[config.mk]
export PLATFORM = sky130hd
export DESIGN_NAME = timer_ab_output_compare
export DESIGN_NICKNAME = d
export VERILOG_FILES = /design/src/inc/tabc_pkg.sv /design/src/core/tabc_timer16.sv /design/src/core/timer_ab_output_compare.sv
export VERILOG_INCLUDE_DIRS = /design/src /design/src/inc
export SDC_FILE = /design/constraint.sdc
export NUM_CORES = 1
export LEC_CHECK = 0
export BUFFER_PORTS_ARGS = -buffer_cell sky130_fd_sc_hd__buf_2
export CORE_UTILIZATION = 50
export DETAILED_ROUTE_END_ITERATION = 12
export GPL_TIMING_DRIVEN = 0
export PLACE_DENSITY = 0.66
export SYNTH_ARGS = -nofsm -noshare
export SYNTH_HDL_FRONTEND = slang
export SYNTH_SLANG_ARGS = --single-unit
[constraint.sdc]
create_clock -name sys_clk_i -period 4.5 [get_ports sys_clk_i]
set_input_delay 0.45 -clock sys_clk_i [delete_from_list [all_inputs] [get_ports sys_clk_i]]
set_output_delay 0.45 -clock sys_clk_i [all_outputs]
set_load 0.02 [all_outputs]
[src/inc/tabc_defines.svh]
`ifndef TABC_DEFINES_SVH
`define TABC_DEFINES_SVH

// =====================================================================
// Register offsets.
`define REG_TA_LO 4'h0
`define REG_TA_HI 4'h1
`define REG_TB_LO 4'h2
`define REG_TB_HI 4'h3
`define REG_MODE 4'h4
`define REG_CSS 4'h5
`define REG_WPTR 4'h6
`define REG_CMP_LO 4'h7
`define REG_CMP_HI 4'h8
`define REG_RELOAD 4'h9
`define REG_TRIG 4'hA
`define REG_PORT 4'hB
`define REG_TSRC 4'hC
`define REG_STATUS 4'hD
`define REG_IRQSRC 4'hE

// =====================================================================
// Field positions of the timer mode register.
`define MODE_A_LATCH_ONLY 0
`define MODE_B_LATCH_ONLY 1
`define MODE_A_STOP 2
`define MODE_B_STOP 3

// =====================================================================
// Count source codes.
`define SRC_DIV2 3'h0
`define SRC_DIV16 3'h1
`define SRC_DIV32 3'h2
`define SRC_DIV64 3'h3
`define SRC_DIV128 3'h4
`define SRC_DIV256 3'h5
`define SRC_ALT 3'h6

// =====================================================================
// Reset values.
`define TMR_RST_VAL 16'hFFFF
`define RST_BYTE 8'h00

`endif

[src/inc/tabc_pkg.sv]
package tabc_pkg;

  typedef struct packed {
    logic latch_only;
    logic stop;
    logic [2:0] src;
  } tmr_ctrl_t;

  typedef struct packed {
    logic [15:0] count;
    logic [15:0] reload;
    logic uf;
    logic step;
  } tmr_state_t;

  typedef struct packed {
    logic [7:0] pre;
    logic [2:0] ring_sync;
    logic [7:0] wbuf;
    logic [7:0] rbuf;
    logic [7:0] rdata;
    tmr_ctrl_t ta_ctl;
    tmr_ctrl_t tb_ctl;
    logic [1:0] wptr;
    logic [3:0][15:0] cmp_reg;
    logic [3:0][1:0][15:0] cmp_lat;
    logic [7:0] reload_pend;
    logic [7:0] irq_src;
    logic [3:0] trig_en;
    logic [3:0] pol;
    logic [3:0] port_en;
    logic [3:0] tsrc;
    logic [3:0] lvl;
    logic [3:0] pin;
    logic [1:0] mod;
    logic ta_irq;
    logic tb_irq;
    logic cmp_irq;
  } cmp_state_t;

endpackage
[src/core/tabc_timer16.sv]
`timescale 1ns/1ps
`include "tabc_defines.svh"

module tabc_timer16 import tabc_pkg::*; #(
  parameter int CNT_W = 16
) (
  input wire logic sys_clk_i,
  input wire logic rst_n_i,
  input wire logic tick_i,
  input wire logic stop_i,
  input wire logic wr_i,
  input wire logic latch_only_i,
  input wire logic [15:0] wdata_i,
  output logic [15:0] count_o,
  output logic [15:0] reload_o,
  output logic uf_o,
  output logic step_o
);

  // =====================================================================
  // Parameter check.
  if (CNT_W != 16) begin : g_bad_width
    $error("tabc_timer16 supports only a 16-bit count");
  end

  tmr_state_t s_q;
  tmr_state_t s_d;

  // =====================================================================
  // Down-counter with reload latch.
  always_comb begin
    s_d = s_q;
    s_d.uf = 1'b0;
    s_d.step = 1'b0;
    if (tick_i && !stop_i) begin
      s_d.step = 1'b1;
      if (s_q.count == 16'h0000) begin
        s_d.count = s_q.reload;
        s_d.uf = 1'b1;
      end else begin
        s_d.count = s_q.count - 16'h0001;
      end
    end
    if (wr_i) begin
      s_d.reload = wdata_i;
      if (!latch_only_i) begin
        s_d.count = wdata_i;
      end
    end
  end

  always_ff @(posedge sys_clk_i or negedge rst_n_i) begin
    if (!rst_n_i) begin
      s_q <= '{count: `TMR_RST_VAL, reload: `TMR_RST_VAL, uf: 1'b0, step: 1'b0};
    end else begin
      s_q <= s_d;
    end
  end

  assign count_o = s_q.count;
  assign reload_o = s_q.reload;
  assign uf_o = s_q.uf;
  assign step_o = s_q.step;

  // =====================================================================
  // Checks.
  a_uf_reload: assert property (@(posedge sys_clk_i) disable iff (!rst_n_i)
    (tick_i && !stop_i && !wr_i && s_q.count == 16'h0000) |=> (uf_o && count_o == $past(s_q.reload)))
    else $error("underflow did not reload the counter");
  a_count_down: assert property (@(posedge sys_clk_i) disable iff (!rst_n_i)
    (tick_i && !stop_i && !wr_i && s_q.count != 16'h0000) |=> (!uf_o && count_o == $past(s_q.count) - 16'h0001))
    else $error("counter did not decrement by one");
  a_latch_only: assert property (@(posedge sys_clk_i) disable iff (!rst_n_i)
    (wr_i && latch_only_i && (stop_i || !tick_i)) |=> (reload_o == $past(wdata_i) && $stable(count_o)))
    else $error("latch-only write touched the counter");
  a_latch_and_cnt: assert property (@(posedge sys_clk_i) disable iff (!rst_n_i)
    (wr_i && !latch_only_i) |=> (count_o == $past(wdata_i) && reload_o == $past(wdata_i)))
    else $error("write did not load latch and counter");

endmodule // tabc_timer16

[src/core/timer_ab_output_compare.sv]
// Function
// - Timers are 16-bit down-counters reloading after zero.
// - Each underflow raises that timer's request flag.
// - Reload value n divides count clock by n+1.
// - Selectable prescaled or ring/underflow count sources.
// - Write-control bit picks latch or latch-and-counter.
// - Latch-only writes never touch the counter.
// - Timer reads return the live count.
// - Four channels, each on timer A or B.
// - Pending reload transfers at source timer underflow.
// - Stopped source timer loads compare latch immediately.
// - Match on equal count; never above reload.
// - Trigger enable gates output changes.
// - Polarity bit sets x0 and x1 levels.
// - Output levels readable in status register.
// - Enabled latch matches raise shared compare request.
// - Matches still signal with trigger disabled.
// - Pair modulation outputs AND of paired channels.
`timescale 1ns/1ps
`include "tabc_defines.svh"

module timer_ab_output_compare import tabc_pkg::*; #(
  parameter int N_CH = 4
) (
  input wire logic sys_clk_i,
  input wire logic rst_n_i,
  input wire logic [3:0] addr_i,
  input wire logic [7:0] wdata_i,
  input wire logic wr_i,
  input wire logic rd_i,
  input wire logic ring_osc_i,
  output logic [7:0] rdata_o,
  output logic [3:0] cmp_pin_o,
  output logic [3:0] cmp_pin_oe_o,
  output logic ta_irq_o,
  output logic tb_irq_o,
  output logic cmp_irq_o
);

  // =====================================================================
  // Parameter check.
  if (N_CH != 4) begin : g_bad_ch
    $error("the compare unit is built for exactly four channels");
  end

  cmp_state_t s_q;
  cmp_state_t s_d;

  logic [15:0] ta_cnt;
  logic [15:0] tb_cnt;
  logic [15:0] ta_rel;
  logic [15:0] tb_rel;
  logic ta_uf;
  logic tb_uf;
  logic ta_step;
  logic tb_step;
  logic ta_tick;
  logic tb_tick;
  logic ta_wr;
  logic tb_wr;
  logic ring_edge;
  logic [7:0] ta_hi_w;
  logic pair_and_w;
  logic [3:0][1:0] match_w;
  logic [3:0] src_uf_w;
  logic [3:0] src_stop_w;

  // =====================================================================
  // Count sources.
  function automatic logic tick_sel(input logic [2:0] src, input logic [7:0] pre, input logic alt);
    case (src)
      `SRC_DIV2: tick_sel = pre[0];
      `SRC_DIV16: tick_sel = &pre[3:0];
      `SRC_DIV32: tick_sel = &pre[4:0];
      `SRC_DIV64: tick_sel = &pre[5:0];
      `SRC_DIV128: tick_sel = &pre[6:0];
      `SRC_DIV256: tick_sel = &pre;
      `SRC_ALT: tick_sel = alt;
      default: tick_sel = 1'b0;
    endcase
  endfunction

  // The ring clock is slow and asynchronous, so it is counted by its synchronised rising edge.
  assign ring_edge = s_q.ring_sync[1] & ~s_q.ring_sync[2];
  assign ta_tick = tick_sel(s_q.ta_ctl.src, s_q.pre, ring_edge);
  assign tb_tick = tick_sel(s_q.tb_ctl.src, s_q.pre, ta_uf);
  assign ta_wr = wr_i && (addr_i == `REG_TA_HI);
  assign tb_wr = wr_i && (addr_i == `REG_TB_HI);
  assign ta_hi_w = ta_cnt[15:8];
  assign pair_and_w = s_q.lvl[0] & s_q.lvl[1];

  // =====================================================================
  // Timers.
  tabc_timer16 #(.CNT_W(16)) u_timer_a (
    .sys_clk_i(sys_clk_i),
    .rst_n_i(rst_n_i),
    .tick_i(ta_tick),
    .stop_i(s_q.ta_ctl.stop),
    .wr_i(ta_wr),
    .latch_only_i(s_q.ta_ctl.latch_only),
    .wdata_i({wdata_i, s_q.wbuf}),
    .count_o(ta_cnt),
    .reload_o(ta_rel),
    .uf_o(ta_uf),
    .step_o(ta_step)
  );

  tabc_timer16 #(.CNT_W(16)) u_timer_b (
    .sys_clk_i(sys_clk_i),
    .rst_n_i(rst_n_i),
    .tick_i(tb_tick),
    .stop_i(s_q.tb_ctl.stop),
    .wr_i(tb_wr),
    .latch_only_i(s_q.tb_ctl.latch_only),
    .wdata_i({wdata_i, s_q.wbuf}),
    .count_o(tb_cnt),
    .reload_o(tb_rel),
    .uf_o(tb_uf),
    .step_o(tb_step)
  );

  // =====================================================================
  // Per-channel time base and match detection.
  for (genvar ch = 0; ch < 4; ch++) begin : g_ch
    logic [15:0] cnt_w;
    logic [15:0] rel_w;
    logic step_w;
    assign cnt_w = s_q.tsrc[ch] ? tb_cnt : ta_cnt;
    assign rel_w = s_q.tsrc[ch] ? tb_rel : ta_rel;
    assign step_w = s_q.tsrc[ch] ? tb_step : ta_step;
    assign src_uf_w[ch] = s_q.tsrc[ch] ? tb_uf : ta_uf;
    assign src_stop_w[ch] = s_q.tsrc[ch] ? s_q.tb_ctl.stop : s_q.ta_ctl.stop;
    for (genvar k = 0; k < 2; k++) begin : g_lat
      // The count only reaches a latch value not above the reload value.
      assign match_w[ch][k] = step_w && (cnt_w == s_q.cmp_lat[ch][k]) && (s_q.cmp_lat[ch][k] <= rel_w);

      a_no_high_match: assert property (@(posedge sys_clk_i) disable iff (!rst_n_i)
        (s_q.cmp_lat[ch][k] > rel_w) |-> !match_w[ch][k])
        else $error("match reported for a latch above the reload value");
      a_stop_load: assert property (@(posedge sys_clk_i) disable iff (!rst_n_i)
        (s_q.reload_pend[2*ch+k] && src_stop_w[ch]) |=> (s_q.cmp_lat[ch][k] == $past(s_q.cmp_reg[ch])))
        else $error("stopped source timer did not load the latch at once");
      // A pending latch reload lands one cycle after the source timer's underflow flag is set.
      a_uf_transfer: assert property (@(posedge sys_clk_i) disable iff (!rst_n_i)
        (s_q.reload_pend[2*ch+k] && src_uf_w[ch]) |=> (s_q.cmp_lat[ch][k] == $past(s_q.cmp_reg[ch])))
        else $error("pending reload did not transfer at source underflow");
    end

    a_trig_hold: assert property (@(posedge sys_clk_i) disable iff (!rst_n_i)
      !s_q.trig_en[ch] |=> $stable(s_q.lvl[ch]))
      else $error("output level moved with trigger disabled");
    a_pol_level: assert property (@(posedge sys_clk_i) disable iff (!rst_n_i)
      (s_q.trig_en[ch] && match_w[ch][0] && !match_w[ch][1]) |=> (s_q.lvl[ch] == !$past(s_q.pol[ch])))
      else $error("x0 match gave the wrong output level");
  end

  // =====================================================================
  // Next state.
  always_comb begin
    s_d = s_q;
    s_d.ta_irq = ta_uf;
    s_d.tb_irq = tb_uf;
    s_d.cmp_irq = |(match_w & s_q.irq_src);
    s_d.rdata = `RST_BYTE;
    s_d.pre = s_q.pre + 8'h01;
    s_d.ring_sync = {s_q.ring_sync[1:0], ring_osc_i};

    for (int ch = 0; ch < 4; ch++) begin
      for (int k = 0; k < 2; k++) begin
        if (s_q.reload_pend[2*ch+k] && (src_uf_w[ch] || src_stop_w[ch])) begin
          s_d.cmp_lat[ch][k] = s_q.cmp_reg[ch];
          s_d.reload_pend[2*ch+k] = 1'b0;
        end
      end
      if (s_q.trig_en[ch]) begin
        if (match_w[ch][0]) begin
          s_d.lvl[ch] = ~s_q.pol[ch];
        end
        // Equal latches are not allowed; should both match, x1 decides.
        if (match_w[ch][1]) begin
          s_d.lvl[ch] = s_q.pol[ch];
        end
      end
    end

    s_d.pin[0] = s_q.port_en[0] & (s_q.mod[0] ? pair_and_w : s_q.lvl[0]);
    s_d.pin[1] = s_q.port_en[1] & s_q.lvl[1];
    s_d.pin[2] = s_q.port_en[2] & (s_q.mod[1] ? (s_q.lvl[2] & s_q.lvl[3]) : s_q.lvl[2]);
    s_d.pin[3] = s_q.port_en[3] & s_q.lvl[3];

    if (wr_i) begin
      if (addr_i == `REG_TA_LO || addr_i == `REG_TB_LO || addr_i == `REG_CMP_LO) begin
        s_d.wbuf = wdata_i;
      end else if (addr_i == `REG_MODE) begin
        s_d.ta_ctl.latch_only = wdata_i[`MODE_A_LATCH_ONLY];
        s_d.tb_ctl.latch_only = wdata_i[`MODE_B_LATCH_ONLY];
        s_d.ta_ctl.stop = wdata_i[`MODE_A_STOP];
        s_d.tb_ctl.stop = wdata_i[`MODE_B_STOP];
      end else if (addr_i == `REG_CSS) begin
        s_d.ta_ctl.src = wdata_i[2:0];
        s_d.tb_ctl.src = wdata_i[5:3];
      end else if (addr_i == `REG_WPTR) begin
        s_d.wptr = wdata_i[1:0];
      end else if (addr_i == `REG_CMP_HI) begin
        s_d.cmp_reg[s_q.wptr] = {wdata_i, s_q.wbuf};
      end else if (addr_i == `REG_RELOAD) begin
        s_d.reload_pend = s_d.reload_pend | wdata_i;
      end else if (addr_i == `REG_TRIG) begin
        s_d.trig_en = wdata_i[3:0];
        s_d.pol = wdata_i[7:4];
      end else if (addr_i == `REG_PORT) begin
        s_d.port_en = wdata_i[3:0];
        s_d.mod = wdata_i[5:4];
      end else if (addr_i == `REG_TSRC) begin
        s_d.tsrc = wdata_i[3:0];
      end else if (addr_i == `REG_IRQSRC) begin
        s_d.irq_src = wdata_i;
      end
    end

    if (rd_i) begin
      if (addr_i == `REG_TA_HI) begin
        s_d.rdata = ta_cnt[15:8];
        s_d.rbuf = ta_cnt[7:0];
      end else if (addr_i == `REG_TB_HI) begin
        s_d.rdata = tb_cnt[15:8];
        s_d.rbuf = tb_cnt[7:0];
      end else if (addr_i == `REG_TA_LO || addr_i == `REG_TB_LO) begin
        s_d.rdata = s_q.rbuf;
      end else if (addr_i == `REG_MODE) begin
        s_d.rdata = {4'h0, s_q.tb_ctl.stop, s_q.ta_ctl.stop, s_q.tb_ctl.latch_only, s_q.ta_ctl.latch_only};
      end else if (addr_i == `REG_CSS) begin
        s_d.rdata = {2'h0, s_q.tb_ctl.src, s_q.ta_ctl.src};
      end else if (addr_i == `REG_WPTR) begin
        s_d.rdata = {6'h00, s_q.wptr};
      end else if (addr_i == `REG_RELOAD) begin
        s_d.rdata = s_q.reload_pend;
      end else if (addr_i == `REG_TRIG) begin
        s_d.rdata = {s_q.pol, s_q.trig_en};
      end else if (addr_i == `REG_PORT) begin
        s_d.rdata = {2'h0, s_q.mod, s_q.port_en};
      end else if (addr_i == `REG_TSRC) begin
        s_d.rdata = {4'h0, s_q.tsrc};
      end else if (addr_i == `REG_STATUS) begin
        s_d.rdata = {4'h0, s_q.lvl};
      end else if (addr_i == `REG_IRQSRC) begin
        s_d.rdata = s_q.irq_src;
      end
    end
  end

  always_ff @(posedge sys_clk_i or negedge rst_n_i) begin
    if (!rst_n_i) begin
      s_q <= '0;
    end else begin
      s_q <= s_d;
    end
  end

  // =====================================================================
  // Outputs.
  assign rdata_o = s_q.rdata;
  assign cmp_pin_o = s_q.pin;
  assign cmp_pin_oe_o = s_q.port_en;
  assign ta_irq_o = s_q.ta_irq;
  assign tb_irq_o = s_q.tb_irq;
  assign cmp_irq_o = s_q.cmp_irq;

  // =====================================================================
  // Checks.
  a_ta_irq_flag: assert property (@(posedge sys_clk_i) disable iff (!rst_n_i)
    ta_uf |=> ta_irq_o)
    else $error("timer A underflow did not raise its request");
  a_tb_irq_flag: assert property (@(posedge sys_clk_i) disable iff (!rst_n_i)
    tb_uf |=> tb_irq_o)
    else $error("timer B underflow did not raise its request");
  a_status_read: assert property (@(posedge sys_clk_i) disable iff (!rst_n_i)
    (rd_i && addr_i == `REG_STATUS) |=> (rdata_o == {4'h0, $past(s_q.lvl)}))
    else $error("status read did not return the output levels");
  a_ring_tick: assert property (@(posedge sys_clk_i) disable iff (!rst_n_i)
    (s_q.ta_ctl.src == `SRC_ALT && !s_q.ta_ctl.stop && ring_edge) |=> ta_step)
    else $error("ring clock edge did not step timer A");
  a_read_live: assert property (@(posedge sys_clk_i) disable iff (!rst_n_i)
    (rd_i && addr_i == `REG_TA_HI) |=> (rdata_o == $past(ta_hi_w)))
    else $error("timer A high read did not return the live count");
  a_cmp_irq_raise: assert property (@(posedge sys_clk_i) disable iff (!rst_n_i)
    (|(match_w & s_q.irq_src)) |=> cmp_irq_o)
    else $error("enabled match did not raise the compare request");
  a_pair_and: assert property (@(posedge sys_clk_i) disable iff (!rst_n_i)
    (s_q.mod[0] && s_q.port_en[0]) |=> (cmp_pin_o[0] == $past(pair_and_w)))
    else $error("pair pin is not the AND of channels 0 and 1");

  c_ta_uf: cover property (@(posedge sys_clk_i) disable iff (!rst_n_i) ta_uf ##1 ta_irq_o);
  c_cmp_irq: cover property (@(posedge sys_clk_i) disable iff (!rst_n_i) cmp_irq_o);
  c_pair_high: cover property (@(posedge sys_clk_i) disable iff (!rst_n_i) s_q.mod[0] && cmp_pin_o[0]);
  c_trig_off: cover property (@(posedge sys_clk_i) disable iff (!rst_n_i) !s_q.trig_en[0] && cmp_irq_o);
  c_ring_step: cover property (@(posedge sys_clk_i) disable iff (!rst_n_i) s_q.ta_ctl.src == `SRC_ALT && ta_step);

endmodule // timer_ab_output_compare

==> results of run 1 <==
==> power breakdown <==
| group | total [mW] | internal, mW | switching [mW] |
|---|---|---|---|
| Clock | 3.57 | 2.14 | 1.42 |
| Combinational | 5.56 | 2.19 | 3.37 |
| Sequential | 5.01 | 4.00 | 1.00 |
| Total | 14.1 | 8.34 | 5.80 |
==> sequential cells by signal, indices dropped and copies added, names as in the netlist <==
name                cells
cmp_irq_o               1
cmp_pin_o               4
cmp_pin_oe_o            4
rdata_o                 8
s_d                     2
s_q                   263
ta_irq_o                1
tb_irq_o                1
u_timer_a.count_o      16
u_timer_a.reload_o     16
u_timer_a.step_o        1
u_timer_a.uf_o          1
u_timer_b.count_o      16
u_timer_b.reload_o     16
u_timer_b.step_o        1
u_timer_b.uf_o          1
==> layout make-up <==
cell class                      instances  area [um2]
Antenna cell                            1       2.502
Clock inverter                         21       286.5
Sequential cell                       352        8889
Timing Repair Buffer                   38       261.5
Fill cell                            3750       18250
Multi-Input combinational cell       1429       11600
Inverter                               39       146.4
Tap cell                              539       674.4
Buffer                                133       603.1
Clock buffer                           55        1141
==> final timing paths <==
kind                                  from  endpoint  slack, ps  cells past startpoint
min in group asynchronous          rst_n_i  s_q[103]        550                      2
worst max register to register     s_q[16]   s_q[12]        220                     11
worst max-delay path               s_q[16]   s_q[12]        220                     11
worst min register to register    s_d[274]  s_d[275]        350                      0
max in group asynchronous          rst_n_i  s_q[230]       2760                      3
worst min-delay path            wdata_i[6]  s_q[219]        160                      2
==> what timing repair did <==
item / in CTS / in global routing
pin swaps: 0 / 0
hold endpoints to repair: 43 / 0
gates resized for setup: 8 / 2
setup endpoints to repair: 5 / 4
hold buffers: 2 / 0
cloned: 0 / 0
==> stage by stage <==
stage	power, mW	utilization (%)	std cells
2_1_floorplan	8.258	-	1957
3_3_place_gp	10.26	52.65	2529
3_5_place_dp	10.38	52.88	2532
4_1_cts	13.98	56.39	2608
5_1_grt	14.71	56.38	2606
6_report	14.14	56.39	2607
==> synth_stat cells (all sizes together) (4+ instances only) <==
cell type	number
dfrtp	288
xor2	35
a22o	9
dfstp	64
a21boi	4
nand2	108
xnor2	108
inv	38
o21ai	84
a211oi	19
a22oi	4
o21a	10
nor2	83
a221oi	7
mux2i	128
or3	5
o221ai	8
and2	5
and3	6
nand3	42
o211ai	12
nor3b	4
nand2b	9
a211o	4
ha	134
a21oi	94
o22ai	31
mux2	276
buf	46
nor3	24
clkbuf	91
a2111oi	5
nand4	40
nor4	42
a31oi	14
a21o	13
o31ai	4
nor2b	19
or4	4
==> layer usage <==
layer  vias to the layer above  wire length (um)  GRT usage, %
met1                      8625             34960         51.81
li1                       7324                 -             -
met2                       745             34640         56.26
met5                         -                77         1.001
met4                         4              3465         16.30
met3                       148              6745         7.879
==> cells by family (layout without fill, tap and decap cells) <==
kind of cell	Yosys count	count (layout)	share of synthesized area, %
other cells	0	1	0
xor+xnor	143	143	5.909
compound gates	339	339	9.976
mux	404	404	20.83
simple gates	409	409	9.876
buf+inv	176	286	3.565
fa+ha+maj	134	134	7.910
flops	352	352	41.93
==> flow_summary.ini, run 1 <==
[drt]
vias = 16846
drc_errors = 0
final_antenna_net_count = 0
finalWirelength_mm = 79.89
viasPerCell = 6.462
drt-pass1-iter-count = 5
wl_per_cell_um = 30.64
first_iter_violations = 1872

[worst_setup_path]
slowest_stage = nor4b_2
worstPathMaxFanout = 19
startpoint_type = register
path_class = register to register
critPathArrivalTime_ps = 4730
path_buf_inv = 2
path_cells = buf_6 -> clkbuf_1 -> mux2i_1 -> ha_1 -> a21oi_1 -> o21ai_0 -> a221oi_1 -> nor2_1 -> nor4b_2 -> nor3_1 -> or4_1
cp.required_ps = 4950
crit_family = simple AND/OR/NAND/NOR gates
worst_path_largest_cell_delay_ps = 700
end_kind = register

[global_route]
grt_pass1_wl_mm = 115.8
grt_usage_pct = 37.33
grt_pass1_vias = 16702
gr-total-overflow = 0
grt_max_degree = 129
antenna_found_initial = 4

[die]
dieArea_um2 = 43220
io_pins = 36
initial_core_util_pct = 50.65
die_w_um = 207.9
rows = 75
design.core.area_um2 = 41850
die_y_um = 207.9

[status]
status = finished, final reports clean

[clock_network]
cts_max_path_buffers = 3
clk_pin_slew_ps = 70
cts-buffers-inserted = 41
cts.htree.levels = 2
cts_setup_buffers = 0
clock_tree.root_cell = clkbuf_16
insertion_delay_ps = 590
cts_tree = done
clock-sinks = 352

[synth]
synth_cell_types = 74
synth-async-reset-ratio_pct = 100.0
ys.flop_type = dfrtp_1
synthCells = 1957
synthesis.nets = 2108
synth_largest_area_cell = dfrtp_1
synth_top_area_share_pct = 34.00
seq_area_frac_synth_pct = 41.93
syn_area_um2 = 21200
ys_ff_latch = 352
synth_area_leaders = dfrtp_1 (34%), mux2_2 (15%), dfstp_2 (7.9%)
synth-edff-count = 0
yosysWarningCount = 0
syn_avg_cell_area_um2 = 10.83

[sta]
rsz0062_at_grt = no
hold_ws_ps = 160.0
fin_setup_tns_ps = 0
fin_crit_ps = 4280
worst_slew_pin_slew_ps = 1360
finalCritPeriodShare_pct = 95.11
drv_slew = 0
relSlewSlack_pct = 9.328
hold_viol = 0
fmax_mhz = 233.7
fin_ws_ps = 220.2
setup_viol = 0
skew_ps = 16.84

[final_layout]
stdcell_area_um2 = 23600
nets = 2185
syn2layout_area_growth_pct = 11.34
final_common_cell = dfrtp_1
drive_gt1_share_pct = 24.09
layout_common_cells = dfrtp_1 (288), mux2_2 (276), ha_1 (134)

[power]
vdd_drop_max_v = 0.0004408
p_leak_nw = 10.54
power_density_nw_per_um2 = 599.0

[placed_design]
place.gp.congestion = 1.020
hpwl_mm = 56.34
dpl_cell_area_um2 = 22130
pre_cts_slack_ps = -956.0
port_buffers = 33

[job]
cap_viol_max_count = 0

[hold_path]
hold_class = input pin to register
Note: power is estimated with default switching activity, not from simulation.
==> run 2, diff against run 1 <==
Settings changed: PLACE_DENSITY 0.66 to not set, PLACE_DENSITY_LB_ADDON set to 0.12.
==> flow_summary.ini, run 2 (same netlist as run 1, synthesis figures left out) <==
[status]
status = complete, but fails checks
violations = capacitance limit

[drt]
viasPerCell = 6.402
finalWirelength_mm = 79.37
drc_errors = 0
wl_met1_mm = 34.08
vias = 16684
dr_wl_met2_mm = 34.34
first_iter_violations = 1801
final_antenna_net_count = 0
met3WireLength_mm = 7.168
topRoutingLayerUsed = met4
wl_per_cell_um = 30.46
drt-pass1-iter-count = 7

[clock_network]
cts-buffers-inserted = 41
cts_max_path_buffers = 3
clock-sinks = 352
insertion_delay_ps = 590
cts_tree = done
clock_tree.root_cell = clkbuf_16
cts_setup_buffers = 0
clk_pin_slew_ps = 60
cts.htree.levels = 2

[sta]
hold_ws_ps = 170.1
fmax_mhz = 227.0
rsz0062_at_grt = no
drv_slew = 0
fin_setup_tns_ps = 0
hold_viol = 0
fin_ws_ps = 95.37
worst_slew_pin_slew_ps = 1491
fin_crit_ps = 4405
finalCritPeriodShare_pct = 97.88
relSlewSlack_pct = 0.5773
skew_ps = 27.39
setup_viol = 0

[hold_path]
holdPathEnd = s_q[219]
worstHoldStart = wdata_i[6]
min_path_cells = 2
hold_class = input pin to register

[power]
clkPwrFrac_pct = 24.9
p_sw_share_pct = 40.62
vdd_drop_max_v = 0.0003243
p_switching_mw = 5.695
p_int_mw = 8.327
seqPwrFrac_pct = 35.4
p_leak_nw = 10.56
power_mw = 14.02
power_density_nw_per_um2 = 594.1
combinationalPowerShare_pct = 39.7

[final_layout]
final_common_cell = dfrtp_1
drive_gt1_share_pct = 24.04
largest_reg_flops = 263
nets = 2187
layout_common_cells = dfrtp_1 (288), mux2_2 (276), ha_1 (134)
fill_cells = 3666
largest_register = s_q
stdcell_area_um2 = 23600
antenna-diode-count = 0
syn2layout_area_growth_pct = 11.36

[worst_setup_path]
path_cells = buf_1 -> buf_4 -> mux2i_1 -> ha_1 -> and2_1 -> a221o_1 -> a221oi_1 -> nor2_1 -> or4_1 -> o41ai_1 -> nand4b_1
startpoint_type = register
reg2regPathDepth = 11
crit_family = simple AND/OR/NAND/NOR gates
r2r_end = cmp_irq_o
worstPathMaxFanout = 19
path_class = register to register
end_kind = register
slowest_stage = or4_1
path_buf_inv = 2
worst_path_largest_cell_delay_ps = 620
r2r_slack_ps = 100
cp.required_ps = 5000
critPathArrivalTime_ps = 4910
timing.rr.start = s_q[15]

[global_route]
antenna_found_initial = 1
grt_usage_pct = 37.30
grt_max_degree = 122
grt_pass1_wl_mm = 115.2
gr-total-overflow = 0
grt_pass1_vias = 16437

[die]
initial_core_util_pct = 50.65
dieArea_um2 = 43220
io_pins = 36
die_w_um = 207.9
die_y_um = 207.9
design.core.area_um2 = 41850
rows = 75

[placed_design]
dpl_cell_area_um2 = 22160
hpwl_mm = 56.02
place.gp.congestion = 0.9831
pre_cts_slack_ps = -901.5
port_buffers = 33

[job]
cap_viol_max_count = 1
==> run 2: layout make-up <==
class | count | area, um2 | area share [%]
clock inverters | 12 | 173.9 | 0.7368
clock buffers | 62 | 1237 | 5.243
flip-flops and latches | 352 | 8889 | 37.66
repair buffers | 39 | 289.0 | 1.224
well taps | 539 | 674.4 | 2.857
inverters | 39 | 146.4 | 0.6202
plain buffers | 134 | 606.8 | 2.571
multi-input cells | 1429 | 11590 | 49.09
==> run 2: power by group through the flow <==
stage / Clock (mW) / Combinational, mW / Sequential [mW]
after floorplan: 0 / 3.80 / 4.46
after global placement: 0 / 5.30 / 4.93
after detailed placement: 0 / 5.42 / 4.95
after CTS: 3.55 / 5.44 / 4.91
after global routing: 3.67 / 5.97 / 5.00
final: 3.50 / 5.56 / 4.96
==> run 2: how the worst max path moves through the flow <==
stage | cells after the start | to | from | slack [ps]
final | 11 | cmp_irq_o | s_q[15] | 100
after global routing | 11 | cmp_irq_o | s_q[15] | 40
after CTS | 11 | cmp_irq_o | s_q[15] | 180
after detailed placement | 12 | s_q[11] | s_q[15] | -900
after global placement | 1 | s_q[117] | rst_n_i | -3680
after floorplan | 12 | cmp_irq_o | s_q[15] | 780
==> run 2: through the flow <==
stage | std cells | utilization [%]
6_report | 2606 | 56.40
5_1_grt | 2606 | 56.40
4_1_cts | 2606 | 56.38
3_5_place_dp | 2533 | 52.94
3_3_place_gp | 2529 | 52.65
2_1_floorplan | 1957 | -
==> run 2: metal layers <==
metal | track usage, % | vias up
met5 | 0 | -
met4 | 16.19 | 0
met3 | 8.619 | 166
met2 | 55.66 | 764
met1 | 51.86 | 8444
li1 | - | 7310
==> run 2: what timing repair did <==
item / CTS / global route
endpoints found under the hold margin: 63 / 0
setup endpoints to repair: 5 / 2
hold buffers: 2 / 0
gates resized for setup: 7 / 2
==> run 3, diff against run 2 <==
Clock period 4.5 ns to 3.9 ns, I/O delays scaled along.
==> flow_summary.ini, run 3 (same netlist as run 1, synthesis figures left out) <==
[drt]
first_iter_violations = 1605
drc_errors = 0
wl_per_cell_um = 30.37
viasPerCell = 6.425
vias = 16750
final_antenna_net_count = 0
drt-pass1-iter-count = 5
finalWirelength_mm = 79.18

[worst_setup_path]
worstPathMaxFanout = 10
startpoint_type = register
cp.required_ps = 4410
worst_path_largest_cell_delay_ps = 1090
crit_family = compound AO/OA/AOI/OAI gates
timing.rr.start = u_timer_a.count_o[13]
r2r_slack_ps = -20
path_buf_inv = 1
reg2regPathDepth = 7
end_kind = register
path_cells = clkbuf_1 -> mux2i_1 -> xnor2_1 -> nor4_2 -> nand4_1 -> o41ai_1 -> nand4b_1
slowest_stage = o41ai_1
critPathArrivalTime_ps = 4430
r2r_end = cmp_irq_o
path_class = register to register

[sta]
fin_crit_ps = 3923
fmax_mhz = 254.9
setup_viol = 1
rsz0062_at_grt = no
drv_slew = 11
worst_slew_pin_slew_ps = 1508
hold_viol = 0
finalCritPeriodShare_pct = 100.6
hold_ws_ps = 104.1
skew_ps = 24.94
fin_ws_ps = -22.51
relSlewSlack_pct = -0.5380

[final_layout]
drive_gt1_share_pct = 24.59
largest_reg_flops = 263
largest_register = s_q
final_common_cell = dfrtp_1
nets = 2186
syn2layout_area_growth_pct = 11.59
postLayoutCoreUtil_pct = 56.51
layout_common_cells = dfrtp_1 (285), mux2_2 (276), ha_1 (134)

[hold_path]
min_path_cells = 2
worstHoldStart = wdata_i[6]
hold_class = input pin to register
holdPathEnd = s_q[219]

[clock_network]
cts-buffers-inserted = 41
clock_tree.root_cell = clkbuf_16
insertion_delay_ps = 590
cts_tree = done
clock-sinks = 352
cts.htree.levels = 2
clk_pin_slew_ps = 60
cts_max_path_buffers = 3

[die]
die_y_um = 207.9
design.core.area_um2 = 41850
die_w_um = 207.9
io_pins = 36
dieArea_um2 = 43220
initial_core_util_pct = 50.65
rows = 75

[power]
p_leak_nw = 10.56
power_density_nw_per_um2 = 685.4
vdd_drop_max_v = 0.0003767

[global_route]
grt_max_degree = 122
grt_usage_pct = 37.25
gr-total-overflow = 0
grt_pass1_wl_mm = 115.2
grt_pass1_vias = 16415
antenna_found_initial = 1

[placed_design]
port_buffers = 33
place.gp.congestion = 0.9831
hpwl_mm = 56.02

[status]
violations = capacitance limit, slew limit, setup timing
status = complete, but fails checks

[job]
cap_viol_max_count = 1
-- run 3: worst max path at each step --
stage / cells after the start / from / to / slack (ps)
floorplan: 12 / s_q[15] / cmp_irq_o / 180
global placement: 1 / rst_n_i / s_q[117] / -4220
detailed placement: 12 / s_q[15] / s_q[11] / -1500
CTS: 11 / s_q[14] / cmp_irq_o / 50
global route: 11 / s_q[15] / cmp_irq_o / 40
finish: 7 / u_timer_a.count_o[13] / cmp_irq_o / -20
-- run 3: routing by layer --
| layer | vias to the layer above | track usage, % | wire [um] |
|---|---|---|---|
| met2 | 793 | 55.32 | 34630 |
| met5 | - | 0 | 0 |
| met3 | 160 | 8.453 | 7172 |
| li1 | 7311 | - | - |
| met4 | 0 | 16.60 | 3459 |
| met1 | 8486 | 51.94 | 33920 |
-- run 3: repair_timing --
action                     CTS  global route
hold endpoints to repair    63             0
setup buffers                1             0
hold buffers                 2             0
resized for setup           16             9
setup endpoints to repair    5             3
-- run 3: power by group --
group / switching (mW) / internal [mW] / total, mW / leakage, nW
Combinational: 3.89 / 2.55 / 6.44 / 5.40
Clock: 1.57 / 2.45 / 4.03 / 0.692
Sequential: 1.12 / 4.62 / 5.74 / 4.46
-- run 3: layout make-up --
class / instances / area (um2)
flip-flops and latches: 352 / 8892
multi-input cells: 1429 / 11620
clock buffers: 62 / 1237
plain buffers: 132 / 608.1
diodes: 2 / 5.005
clock inverters: 12 / 173.9
fillers: 3663 / 18200
repair buffers: 40 / 296.5
well taps: 539 / 674.4
inverters: 39 / 146.4
-- run 3: worst reg2reg max path, stage by stage, from the launching register on --
cell	delay (ps)
dfstp_2	510
clkbuf_1	880
mux2i_1	390
xnor2_1	250
nor4_2	270
nand4_1	200
o41ai_1	1090
nand4b_1	260
-- run 3: through the flow --
step                      instances  setup slack [ps]  TNS (ps)  total power, mW  area, um2
after floorplan                1957             175.7         0            9.528      21200
after global placement         2529             -4220  -1328700            11.80      22040
after detailed placement       2533             -1502     -5361            11.97      22160
after CTS                      2605             53.44         0            16.05      23630
after global routing           2605             39.32         0            16.90      23650
final                          2607            -22.51    -22.51            16.21      23650
